==> src/rtl/tlm_pkg.sv <==
// Purpose: Constants and types for the TLB maintenance block
// Assumes: 32-bit staging registers, APB register access, one clock
// Notes: Field positions follow the staging register layout below
// Operation
// - A read loads entry high, both entry lows and the page size mask from the entry at index.
// - A read may return the page pair number with bits under the entry's mask zeroed.
// - A read may return each frame number with bits under the entry's mask zeroed.
// - A read places the entry's single global bit into both entry low registers.
// - With the system coprocessor disabled every TLB op raises coprocessor-unusable instead.
// - Opcode 010000, operation bit set, function 000010 writes the entry at index.
// - Opcode 010000, operation bit set, function 000110 writes the entry at the random pointer.
// - Writes take the staging registers; mask, region and space identifier go in unchanged.
// - A write that would duplicate a matching entry signals a machine check.
// - A multiple match is reported only on a write, never on a read.
// - A write may store the page pair number with bits under the page mask zeroed.
// - A write may store both frame numbers with bits under the page mask zeroed.
// - A write stores the global bit as the AND of both entry low global bits.
// - A write copies cacheability, dirty and valid of each entry low into that page.
package tlm_pkg;
    // Register byte offsets
    localparam logic [7:0] TLM_OFF_INDEX = 8'h00;
    localparam logic [7:0] TLM_OFF_RANDOM = 8'h04;
    localparam logic [7:0] TLM_OFF_HIGH = 8'h08;
    localparam logic [7:0] TLM_OFF_LOW_EVEN = 8'h0c;
    localparam logic [7:0] TLM_OFF_LOW_ODD = 8'h10;
    localparam logic [7:0] TLM_OFF_MASK = 8'h14;
    localparam logic [7:0] TLM_OFF_CTRL = 8'h18;
    localparam logic [7:0] TLM_OFF_STATUS = 8'h1c;
    localparam logic [7:0] TLM_OFF_INT_MASK = 8'h20;
    // Field positions
    localparam int TLM_VIRTUAL_PAGE_PAIR_NUMBER_LSB = 13;
    localparam int TLM_VIRTUAL_PAGE_PAIR_NUMBER_W = 19;
    localparam int TLM_REGION_LSB = 11;
    localparam int TLM_REGION_W = 2;
    localparam int TLM_ADDRESS_SPACE_IDENTIFIER_W = 8;
    localparam int TLM_PFN_LSB = 6;
    localparam int TLM_PFN_W = 20;
    localparam int TLM_C_LSB = 3;
    localparam int TLM_C_W = 3;
    localparam int TLM_D_BIT = 2;
    localparam int TLM_V_BIT = 1;
    localparam int TLM_G_BIT = 0;
    localparam int TLM_MASK_LSB = 13;
    localparam int TLM_MASK_W = 16;
    localparam int TLM_CTRL_EN_BIT = 0;
    localparam int TLM_EV_W = 3;
    localparam int TLM_EV_DONE = 0;
    localparam int TLM_EV_UNUSABLE = 1;
    localparam int TLM_EV_MCHECK = 2;
    // Reset values
    localparam logic [31:0] TLM_RST_WORD = 32'h0000_0000;
    localparam logic [31:0] TLM_RST_CTRL = 32'h0000_0001;
    // Instruction decode
    localparam logic [5:0] TLM_OP_SYSCOP = 6'h10;
    localparam int TLM_OPC_LSB = 26;
    localparam int TLM_COP_BIT = 25;
    localparam logic [5:0] TLM_FN_READ = 6'h01;
    localparam logic [5:0] TLM_FN_WR_INDEXED = 6'h02;
    localparam logic [5:0] TLM_FN_WR_RANDOM = 6'h06;
    // Default sizes
    localparam int TLM_ENTRIES_DEF = 16;

    typedef struct packed {
        logic [TLM_MASK_W-1:0] mask;
        logic [TLM_REGION_W-1:0] region;
        logic [TLM_VIRTUAL_PAGE_PAIR_NUMBER_W-1:0] virtual_page_pair_number;
        logic [TLM_ADDRESS_SPACE_IDENTIFIER_W-1:0] address_space_identifier;
        logic g;
        logic [TLM_PFN_W-1:0] even_page_frame;
        logic [TLM_C_W-1:0] c0;
        logic d0;
        logic v0;
        logic [TLM_PFN_W-1:0] odd_page_frame;
        logic [TLM_C_W-1:0] c1;
        logic d1;
        logic v1;
    } tlm_entry_type;
endpackage

==> src/rtl/tlm_tlb_if.sv <==
// Purpose: Carrier between the maintenance control and the entry array
// Assumes: One clock domain
// Notes: Write candidate is also the multiple-match probe value
`timescale 1ns/100ps
`default_nettype none
interface tlm_tlb_if #(parameter int IW = 4);
    import tlm_pkg::*;
    logic wr_en;
    logic [IW-1:0] wr_idx;
    tlm_entry_type wr_entry;
    logic [IW-1:0] rd_idx;
    tlm_entry_type rd_entry;
    logic multi_hit;
    modport ctrl (output wr_en, output wr_idx, output wr_entry, output rd_idx,
        input rd_entry, input multi_hit);
    modport array (input wr_en, input wr_idx, input wr_entry, input rd_idx,
        output rd_entry, output multi_hit);
endinterface
`default_nettype wire

==> src/rtl/tlm_tlb_array.sv <==
// Purpose: TLB entry storage with duplicate detection against a candidate
// Assumes: Candidate and target index are stable within the write cycle
// Notes: Only entries written since reset take part in matching
`timescale 1ns/100ps
`default_nettype none
module tlm_tlb_array import tlm_pkg::*; #(
    parameter int ENTRIES = TLM_ENTRIES_DEF,
    parameter int IW = 4
) (
    // Clock and reset
    input wire logic clk,
    input wire logic rst_n,
    // Control side
    tlm_tlb_if.array tif
);
    tlm_entry_type mem [ENTRIES];
    logic [ENTRIES-1:0] used;
    logic [ENTRIES-1:0] hit;
    tlm_entry_type c;

    assign c = tif.wr_entry;

    genvar i;
    generate
        for (i = 0; i < ENTRIES; i++) begin : g_entry
            logic [TLM_VIRTUAL_PAGE_PAIR_NUMBER_W-1:0] cmp_mask;
            assign cmp_mask = ~{3'b000, (mem[i].mask | c.mask)};
            always_ff @(posedge clk or negedge rst_n) begin
                if (!rst_n) begin
                    mem[i] <= '0;
                    used[i] <= 1'b0;
                end else if (tif.wr_en && tif.wr_idx == IW'(i)) begin
                    mem[i] <= c;
                    used[i] <= 1'b1;
                end
            end
            // Overwriting the target itself is never a duplicate
            assign hit[i] = used[i] && (tif.wr_idx != IW'(i))
                && ((mem[i].virtual_page_pair_number & cmp_mask) == (c.virtual_page_pair_number & cmp_mask))
                && (mem[i].region == c.region)
                && ((mem[i].g && c.g) || (mem[i].address_space_identifier == c.address_space_identifier));
        end
    endgenerate

    assign tif.multi_hit = |hit;
    assign tif.rd_entry = (32'(tif.rd_idx) < ENTRIES) ? mem[tif.rd_idx] : '0;
endmodule
`default_nettype wire

==> src/rtl/tlm_tlb_maint.sv <==
// Purpose: TLB read, indexed write and random write with APB staging registers
// Assumes: Instruction word presented with instr_valid for one cycle
// Notes: Out-of-range index makes read and indexed write do nothing
`timescale 1ns/100ps
`default_nettype none
module tlm_tlb_maint import tlm_pkg::*; #(
    parameter int ENTRIES = TLM_ENTRIES_DEF,
    parameter bit ZERO_MASKED = 1'b1
) (
    // Clock and reset
    input wire logic pclk,
    input wire logic presetn,
    // APB slave
    input wire logic psel,
    input wire logic penable,
    input wire logic pwrite,
    input wire logic [7:0] paddr,
    input wire logic [31:0] pwdata,
    output logic [31:0] prdata,
    output logic pready,
    output logic pslverr,
    // Pipeline issue
    input wire logic instr_valid,
    input wire logic [31:0] instr_word,
    // Results and interrupt
    output logic op_done,
    output logic cpu_unusable_exc,
    output logic machine_check_exc,
    output logic irq
);
    localparam int IW = (ENTRIES > 1) ? $clog2(ENTRIES) : 1;
    localparam logic [IW-1:0] LAST_IDX = IW'(ENTRIES - 1);

    // Refused at elaboration: the pointer and duplicate logic only serve this range
    if (ENTRIES < 2 || ENTRIES > 64) begin : g_bad_entries
        $error("ENTRIES must be between 2 and 64");
    end

    tlm_tlb_if #(.IW(IW)) tif ();

    tlm_tlb_array #(.ENTRIES(ENTRIES), .IW(IW)) u_array (
        .clk(pclk),
        .rst_n(presetn),
        .tif(tif.array)
    );

    logic [31:0] index_reg;
    logic [IW-1:0] random_reg;
    logic [31:0] entry_high_reg;
    logic [31:0] entry_low_even_reg;
    logic [31:0] entry_low_odd_reg;
    logic [31:0] page_size_mask_reg;
    logic [31:0] ctrl_reg;
    logic [TLM_EV_W-1:0] status_reg;
    logic [TLM_EV_W-1:0] int_mask_reg;
    logic [TLM_EV_W-1:0] status_next;
    logic [TLM_EV_W-1:0] ev_set;
    logic [TLM_EV_W-1:0] ev_clr;

    // Instruction decode
    logic is_cop_op;
    logic op_read;
    logic op_wr_indexed;
    logic op_wr_random;
    logic any_op;
    logic usable;
    logic idx_ok;
    logic do_read;
    logic wr_req;
    logic mc_ev;
    logic unusable_ev;
    logic [5:0] funct;

    assign funct = instr_word[5:0];
    assign is_cop_op = (instr_word[31:TLM_OPC_LSB] == TLM_OP_SYSCOP)
        && instr_word[TLM_COP_BIT];
    assign op_read = instr_valid && is_cop_op && (funct == TLM_FN_READ);
    assign op_wr_indexed = instr_valid && is_cop_op
        && (funct == TLM_FN_WR_INDEXED);
    assign op_wr_random = instr_valid && is_cop_op
        && (funct == TLM_FN_WR_RANDOM);
    assign any_op = op_read || op_wr_indexed || op_wr_random;
    assign usable = ctrl_reg[TLM_CTRL_EN_BIT];
    // Undefined range: the op is dropped so no entry outside the array is touched
    assign idx_ok = index_reg < 32'(ENTRIES);
    assign unusable_ev = any_op && !usable;
    assign do_read = op_read && usable && idx_ok;
    assign wr_req = usable && ((op_wr_indexed && idx_ok) || op_wr_random);
    // Duplicate check only runs for writes, so reads never report one
    assign mc_ev = wr_req && tif.multi_hit;

    // Write candidate built from the staging registers
    logic [TLM_MASK_W-1:0] pm;
    logic [TLM_VIRTUAL_PAGE_PAIR_NUMBER_W-1:0] vpn_keep;
    logic [TLM_PFN_W-1:0] pfn_keep;
    tlm_entry_type cand;

    assign pm = page_size_mask_reg[TLM_MASK_LSB +: TLM_MASK_W];
    assign vpn_keep = ZERO_MASKED ? ~{3'b000, pm} : '1;
    assign pfn_keep = ZERO_MASKED ? ~{4'h0, pm} : '1;

    always_comb begin
        cand = '0;
        cand.mask = pm;
        cand.region = entry_high_reg[TLM_REGION_LSB +: TLM_REGION_W];
        cand.address_space_identifier = entry_high_reg[TLM_ADDRESS_SPACE_IDENTIFIER_W-1:0];
        cand.virtual_page_pair_number = entry_high_reg[TLM_VIRTUAL_PAGE_PAIR_NUMBER_LSB +: TLM_VIRTUAL_PAGE_PAIR_NUMBER_W] & vpn_keep;
        cand.g = entry_low_even_reg[TLM_G_BIT] & entry_low_odd_reg[TLM_G_BIT];
        cand.even_page_frame = entry_low_even_reg[TLM_PFN_LSB +: TLM_PFN_W] & pfn_keep;
        cand.odd_page_frame = entry_low_odd_reg[TLM_PFN_LSB +: TLM_PFN_W] & pfn_keep;
        cand.c0 = entry_low_even_reg[TLM_C_LSB +: TLM_C_W];
        cand.d0 = entry_low_even_reg[TLM_D_BIT];
        cand.v0 = entry_low_even_reg[TLM_V_BIT];
        cand.c1 = entry_low_odd_reg[TLM_C_LSB +: TLM_C_W];
        cand.d1 = entry_low_odd_reg[TLM_D_BIT];
        cand.v1 = entry_low_odd_reg[TLM_V_BIT];
    end

    assign tif.wr_entry = cand;
    assign tif.wr_idx = op_wr_random ? random_reg : index_reg[IW-1:0];
    assign tif.wr_en = wr_req && !tif.multi_hit;
    assign tif.rd_idx = index_reg[IW-1:0];

    // Read unpacking
    tlm_entry_type re;
    logic [TLM_VIRTUAL_PAGE_PAIR_NUMBER_W-1:0] rd_vpn_keep;
    logic [TLM_PFN_W-1:0] rd_pfn_keep;
    logic [31:0] high_next;
    logic [31:0] low_even_next;
    logic [31:0] low_odd_next;
    logic [31:0] mask_next;

    assign re = tif.rd_entry;
    assign rd_vpn_keep = ZERO_MASKED ? ~{3'b000, re.mask} : '1;
    assign rd_pfn_keep = ZERO_MASKED ? ~{4'h0, re.mask} : '1;

    always_comb begin
        high_next = '0;
        high_next[TLM_VIRTUAL_PAGE_PAIR_NUMBER_LSB +: TLM_VIRTUAL_PAGE_PAIR_NUMBER_W] = re.virtual_page_pair_number & rd_vpn_keep;
        high_next[TLM_REGION_LSB +: TLM_REGION_W] = re.region;
        high_next[TLM_ADDRESS_SPACE_IDENTIFIER_W-1:0] = re.address_space_identifier;
        low_even_next = '0;
        low_even_next[TLM_PFN_LSB +: TLM_PFN_W] = re.even_page_frame & rd_pfn_keep;
        low_even_next[TLM_C_LSB +: TLM_C_W] = re.c0;
        low_even_next[TLM_D_BIT] = re.d0;
        low_even_next[TLM_V_BIT] = re.v0;
        low_even_next[TLM_G_BIT] = re.g;
        low_odd_next = '0;
        low_odd_next[TLM_PFN_LSB +: TLM_PFN_W] = re.odd_page_frame & rd_pfn_keep;
        low_odd_next[TLM_C_LSB +: TLM_C_W] = re.c1;
        low_odd_next[TLM_D_BIT] = re.d1;
        low_odd_next[TLM_V_BIT] = re.v1;
        low_odd_next[TLM_G_BIT] = re.g;
        mask_next = '0;
        mask_next[TLM_MASK_LSB +: TLM_MASK_W] = re.mask;
    end

    // APB decode
    logic apb_wr;
    logic apb_setup_rd;
    logic addr_ok;

    assign pready = 1'b1;
    assign apb_wr = psel && penable && pwrite;
    assign apb_setup_rd = psel && !penable && !pwrite;
    assign addr_ok = (paddr[1:0] == 2'b00) && (paddr <= TLM_OFF_INT_MASK);
    assign pslverr = psel && penable && !addr_ok;

    // Staging registers: a TLB read in the same cycle wins over an APB write
    always_ff @(posedge pclk or negedge presetn) begin
        if (!presetn) begin
            entry_high_reg <= TLM_RST_WORD;
            entry_low_even_reg <= TLM_RST_WORD;
            entry_low_odd_reg <= TLM_RST_WORD;
            page_size_mask_reg <= TLM_RST_WORD;
        end else if (do_read) begin
            entry_high_reg <= high_next;
            entry_low_even_reg <= low_even_next;
            entry_low_odd_reg <= low_odd_next;
            page_size_mask_reg <= mask_next;
        end else if (apb_wr) begin
            if (paddr == TLM_OFF_HIGH) begin
                entry_high_reg <= pwdata;
            end
            if (paddr == TLM_OFF_LOW_EVEN) begin
                entry_low_even_reg <= pwdata;
            end
            if (paddr == TLM_OFF_LOW_ODD) begin
                entry_low_odd_reg <= pwdata;
            end
            if (paddr == TLM_OFF_MASK) begin
                page_size_mask_reg <= pwdata;
            end
        end
    end

    // Software controls
    always_ff @(posedge pclk or negedge presetn) begin
        if (!presetn) begin
            index_reg <= TLM_RST_WORD;
            ctrl_reg <= TLM_RST_CTRL;
            int_mask_reg <= '0;
        end else if (apb_wr) begin
            if (paddr == TLM_OFF_INDEX) begin
                index_reg <= pwdata;
            end
            if (paddr == TLM_OFF_CTRL) begin
                ctrl_reg <= {31'h0000_0000, pwdata[TLM_CTRL_EN_BIT]};
            end
            if (paddr == TLM_OFF_INT_MASK) begin
                int_mask_reg <= pwdata[TLM_EV_W-1:0];
            end
        end
    end

    // Replacement pointer counts down and wraps inside the array
    always_ff @(posedge pclk or negedge presetn) begin
        if (!presetn) begin
            random_reg <= LAST_IDX;
        end else if (random_reg == '0) begin
            random_reg <= LAST_IDX;
        end else begin
            random_reg <= random_reg - 1'b1;
        end
    end

    // Sticky events, write one to clear; a new event beats its clear
    always_comb begin
        ev_set = '0;
        ev_set[TLM_EV_DONE] = do_read || tif.wr_en;
        ev_set[TLM_EV_UNUSABLE] = unusable_ev;
        ev_set[TLM_EV_MCHECK] = mc_ev;
        ev_clr = (apb_wr && paddr == TLM_OFF_STATUS) ? pwdata[TLM_EV_W-1:0] : '0;
        status_next = (status_reg & ~ev_clr) | ev_set;
    end

    always_ff @(posedge pclk or negedge presetn) begin
        if (!presetn) begin
            status_reg <= '0;
            irq <= 1'b0;
        end else begin
            status_reg <= status_next;
            irq <= |(status_next & int_mask_reg);
        end
    end

    always_ff @(posedge pclk or negedge presetn) begin
        if (!presetn) begin
            op_done <= 1'b0;
            cpu_unusable_exc <= 1'b0;
            machine_check_exc <= 1'b0;
        end else begin
            op_done <= ev_set[TLM_EV_DONE];
            cpu_unusable_exc <= unusable_ev;
            machine_check_exc <= mc_ev;
        end
    end

    // Read data captured in the setup phase
    always_ff @(posedge pclk or negedge presetn) begin
        if (!presetn) begin
            prdata <= '0;
        end else if (apb_setup_rd) begin
            unique case (paddr)
                TLM_OFF_INDEX: prdata <= index_reg;
                TLM_OFF_RANDOM: prdata <= 32'(random_reg);
                TLM_OFF_HIGH: prdata <= entry_high_reg;
                TLM_OFF_LOW_EVEN: prdata <= entry_low_even_reg;
                TLM_OFF_LOW_ODD: prdata <= entry_low_odd_reg;
                TLM_OFF_MASK: prdata <= page_size_mask_reg;
                TLM_OFF_CTRL: prdata <= ctrl_reg;
                TLM_OFF_STATUS: prdata <= 32'(status_reg);
                TLM_OFF_INT_MASK: prdata <= 32'(int_mask_reg);
                default: prdata <= '0;
            endcase
        end
    end
endmodule
`default_nettype wire

==> config.mk <==
export PLATFORM = sky130hd
export DESIGN_NAME = tlm_tlb_maint
export DESIGN_NICKNAME = d
export VERILOG_FILES = /design/src/rtl/tlm_pkg.sv /design/src/rtl/tlm_tlb_if.sv /design/src/rtl/tlm_tlb_array.sv /design/src/rtl/tlm_tlb_maint.sv
export SDC_FILE = /design/constraint.sdc
export NUM_CORES = 2
export LEC_CHECK = 0
export BUFFER_PORTS_ARGS = -buffer_cell sky130_fd_sc_hd__buf_2
export CAP_MARGIN = 20
export CORE_MARGIN = 4
export CORE_UTILIZATION = 30
export CTS_CLUSTER_SIZE = 20
export DETAILED_ROUTE_END_ITERATION = 6
export HOLD_SLACK_MARGIN = 0.15
export PLACE_DENSITY = 0.44
export SETUP_SLACK_MARGIN = 0.1
export SLEW_MARGIN = 20
export SYNTH_ARGS = -nofsm -noshare
export SYNTH_HDL_FRONTEND = slang
export SYNTH_SLANG_ARGS = --single-unit
==> constraint.sdc <==
create_clock -name pclk -period 9.9 [get_ports pclk]
set_input_delay 0.99 -clock pclk [delete_from_list [all_inputs] [get_ports pclk]]
set_output_delay 0.99 -clock pclk [all_outputs]
set_load 0.1 [all_outputs]
==> summary.md <==
| Metric | Value |
|---|---|
| CP Cell Sequence | buf_4 > xor2_1 > nor4_1 > nand4_1 > nor4_1 > nor4_1 > o21ai_0 > nor4_2 > buf_4 > nand3_4 > buf_4 > buf_4 > mux2_2 |
| Drt drc | 0 |
| FF-to-FF setup slack | 2.86 ns |
| Die width | 550 um |
| CTS tree | done |
| Setup violations, final | 0 |
| Crit-path max FO | 26 |
| RSZ-0062 raised after global routing | false |
| Layout cells sized above 1 | 0.416 |
| Levels on crit path | 13 |
| Total Power | 15.8 mW |
| EDFF count, synth | 0 |
| Largest stage delay, worst path | 0.96 ns |
| Worst VDD drop | 0.148 mV |
| Period utilisation layout | 0.711 |
| Antenna violations before repair | 17 |
| PortBufs | 95 |
| CP Launch Type | register |
| Avg Inst Size Synth | 13.9 um2 |
| Final ANT Viol Nets | 0 |
| Ys async rst share | 1.00 |
| WL/cell | 32.4 um |
| Origin of the worst setup path | entry_high_reg[11] |
| R2R depth | 13 |
| Cell mode on critical path | buf_4 |
| Vert. Die Dim | 550 um |
| Synth Cell Area | 88000 um2 |
| CP Capture Type | register |
| Highest-count cells in the layout ignoring fill and taps | dfrtp_1 (1749), mux2_2 (1483), mux4_2 (480) |
| YS warnings | 0 |
| Final net count | 6294 |
| Hold Crit Class | input port to register |
| Area grow syn2layout | 13.5% |
| Worst endpoint required time | 10.64 ns |
| Slew Limit Fails | 0 |
| R2R Path Start | entry_high_reg[11] |
| Die area | 302000 um2 |
| Root Buffer | clkbuf_16 |
| Syn Nets | 6408 |
| PwrDens | 159 nW/um2 |
| Vias in the first global route | 58304 |
| Slowest CP cell | nor4_1 |
| Tmin final | 7.04 ns |
| Layout Skew | 0.0532 ns |
| Crit path buf inv count | 4 |
| DRT iter0 DRCs | 4697 |
| Least-Margin Pin Slew | 1.24 ns |
| Setup crit end | u_array.mem[814] |
| GRT Residual Overflow | 0 |
| Pleak | 48.8 nW |
| Worst EP arrival | 7.79 ns |
| Post-detail-place hpwl | 220000 um |
| DR vias | 55891 |
| Hold Vio Cnt, Final | 0 |
| FMAX | 142 MHz |
| Clk sink count | 1759 |
| DR pass1 iterations | 6 |
| Sequential fraction of the synthesis area | 0.500 |
| Global-route wire length before repair | 470000 um |
| Skew-Pair Late Insertion Delay | 0.89 ns |
| Core area | 292000 um2 |
| Row count | 198 |
| Initial cell density of the core | 0.302 |
| Top Family by Delay on Critical Path | simple AND/OR/NAND/NOR gates |
| Seq cells post-synth | 1759 |
| Ports | 116 |
| Number of cells on the worst hold path | 3 |
| Setup TNS | 0 ns |
| Commonest non-fill, non-tap cell in the layout | dfrtp_1 |
| Largest Register | u_array.mem |
| Primary FF master, synth | dfrtp_1 |
| Total wire length | 333000 um |
| Cts bufs inserted | 203 |
| Mapped Cells | 6328 |
| # H-tree levels | 4 |
| Max Cap Viol | 0 |
| Tot GR Track Use | 0.218 |
| Setup CP Type | register to register |
| Cell variety after synth | 63 |
| Largest register FFs | 1536 |
| Max transition margin | 0.168 |
| Final GP Congestion | 0.984 |
| RR Endpoint | u_array.mem[814] |
| Drt via density | 5.42 |
| Max Root-Sink Buffers | 3 |
| Clk slew on worst S/H paths | 0.06 ns |
| Status | completed |
| Largest net degree at the start of global routing | 178 |
==> worst min path at each step <==
stage | start | end | slack [ns]
after CTS | pwdata[10] | page_size_mask_reg[10] | 0.33
final | pwdata[10] | page_size_mask_reg[10] | 0.41
after detailed placement | u_array.used[5] | u_array.used[5] | 0.44
after global routing | pwdata[10] | entry_high_reg[10] | 0.38
after floorplan | u_array.used[10] | u_array.used[10] | 0.43
after global placement | u_array.used[9] | u_array.used[9] | 0.44
==> final cells by class <==
class / count / area, um2
multi-input combinational: 3965 / 41700
clock buffer: 303 / 6020
antenna: 11 / 27.5
clock inverter: 81 / 1110
timing repair buffer: 262 / 2030
tap: 3900 / 4880
sequential: 1759 / 44000
inverter: 23 / 86.3
fill: 28537 / 192000
==> logic make-up after synthesis <==
kind of cell	synth area share
AOI/OAI and AO/OA	0.0388
xor gates and xnor gates	0.0462
adders and majority gates	0.000284
buffers and inverters	0.0296
DFF	0.500
muxes	0.335
other	0.0000426
and+or+nand+nor	0.0501
==> tightest hold or removal path, delay by kind of cell <==
family          cells  cell delay [ns]
buf+inv             1             0.13
compound gates      1             0.05
simple gates        1             0.07
==> routing by layer <==
layer,up-vias,track usage,share of wire
met5,-,0,0.000069
li1,23289,-,-
met1,30720,0.293,0.43
met3,447,0.0395,0.053
met4,4,0.0841,0.043
met2,1431,0.349,0.47
==> Yosys cell counts (all sizes together) (3+ instances only) <==
library cell | count | share of area
nand3 | 87 | 0.0053
a222oi | 8 | 0.00091
nor4b | 6 | 0.00094
nor3b | 5 | 0.00043
a2bb2oi | 14 | 0.0014
nor2 | 228 | 0.0097
a21oi | 40 | 0.0023
nor3 | 37 | 0.0021
o211ai | 12 | 0.0010
a31oi | 6 | 0.00057
nand4 | 62 | 0.0044
a211oi | 27 | 0.0023
and3 | 4 | 0.00028
or2 | 16 | 0.0011
inv | 23 | 0.00098
and2 | 8 | 0.00057
mux2 | 1572 | 0.20
xor2 | 412 | 0.041
a221oi | 3 | 0.00030
a22o | 36 | 0.0036
buf | 285 | 0.016
or3 | 27 | 0.0019
mux2i | 98 | 0.011
nor2b | 52 | 0.0037
nor4 | 103 | 0.0075
xnor2 | 52 | 0.0052
dfrtp | 1754 | 0.50
dfstp | 5 | 0.0015
nand2 | 162 | 0.0069
nand2b | 4 | 0.00028
nand3b | 49 | 0.0042
clkbuf | 296 | 0.013
a21o | 3 | 0.00026
a22oi | 217 | 0.019
o21ai | 112 | 0.0064
mux4 | 480 | 0.12
==> per-stage QoR <==
stage | instances | hold WS, ns | utilization | setup WS, ns | instance area (um2)
2_1_floorplan | 6328 | 0.425 | - | 5.50 | 88000
3_3_place_gp | 9906 | 0.438 | 0.318 | 2.27 | 92700
3_5_place_dp | 9906 | 0.440 | 0.318 | 2.27 | 92700
4_1_cts | 10291 | 0.326 | 0.342 | 3.01 | 99800
5_1_grt | 10295 | 0.380 | 0.343 | 3.00 | 99900
6_report | 10304 | 0.411 | 0.343 | 2.86 | 99900
==> what timing repair did <==
action                                 in CTS  in global routing
hold buffers                                1                  0
endpoints found under the hold margin      92                  0
setup buffers                               0                  0
gates resized for setup                     0                  0
==> power breakdown <==
group / switching, mW / total (mW) / internal, mW
Clock: 3.28 / 7.99 / 4.72
Sequential: 0.0247 / 7.23 / 7.20
Combinational: 0.487 / 0.624 / 0.137
Note: power is estimated with default switching activity, not from simulation.
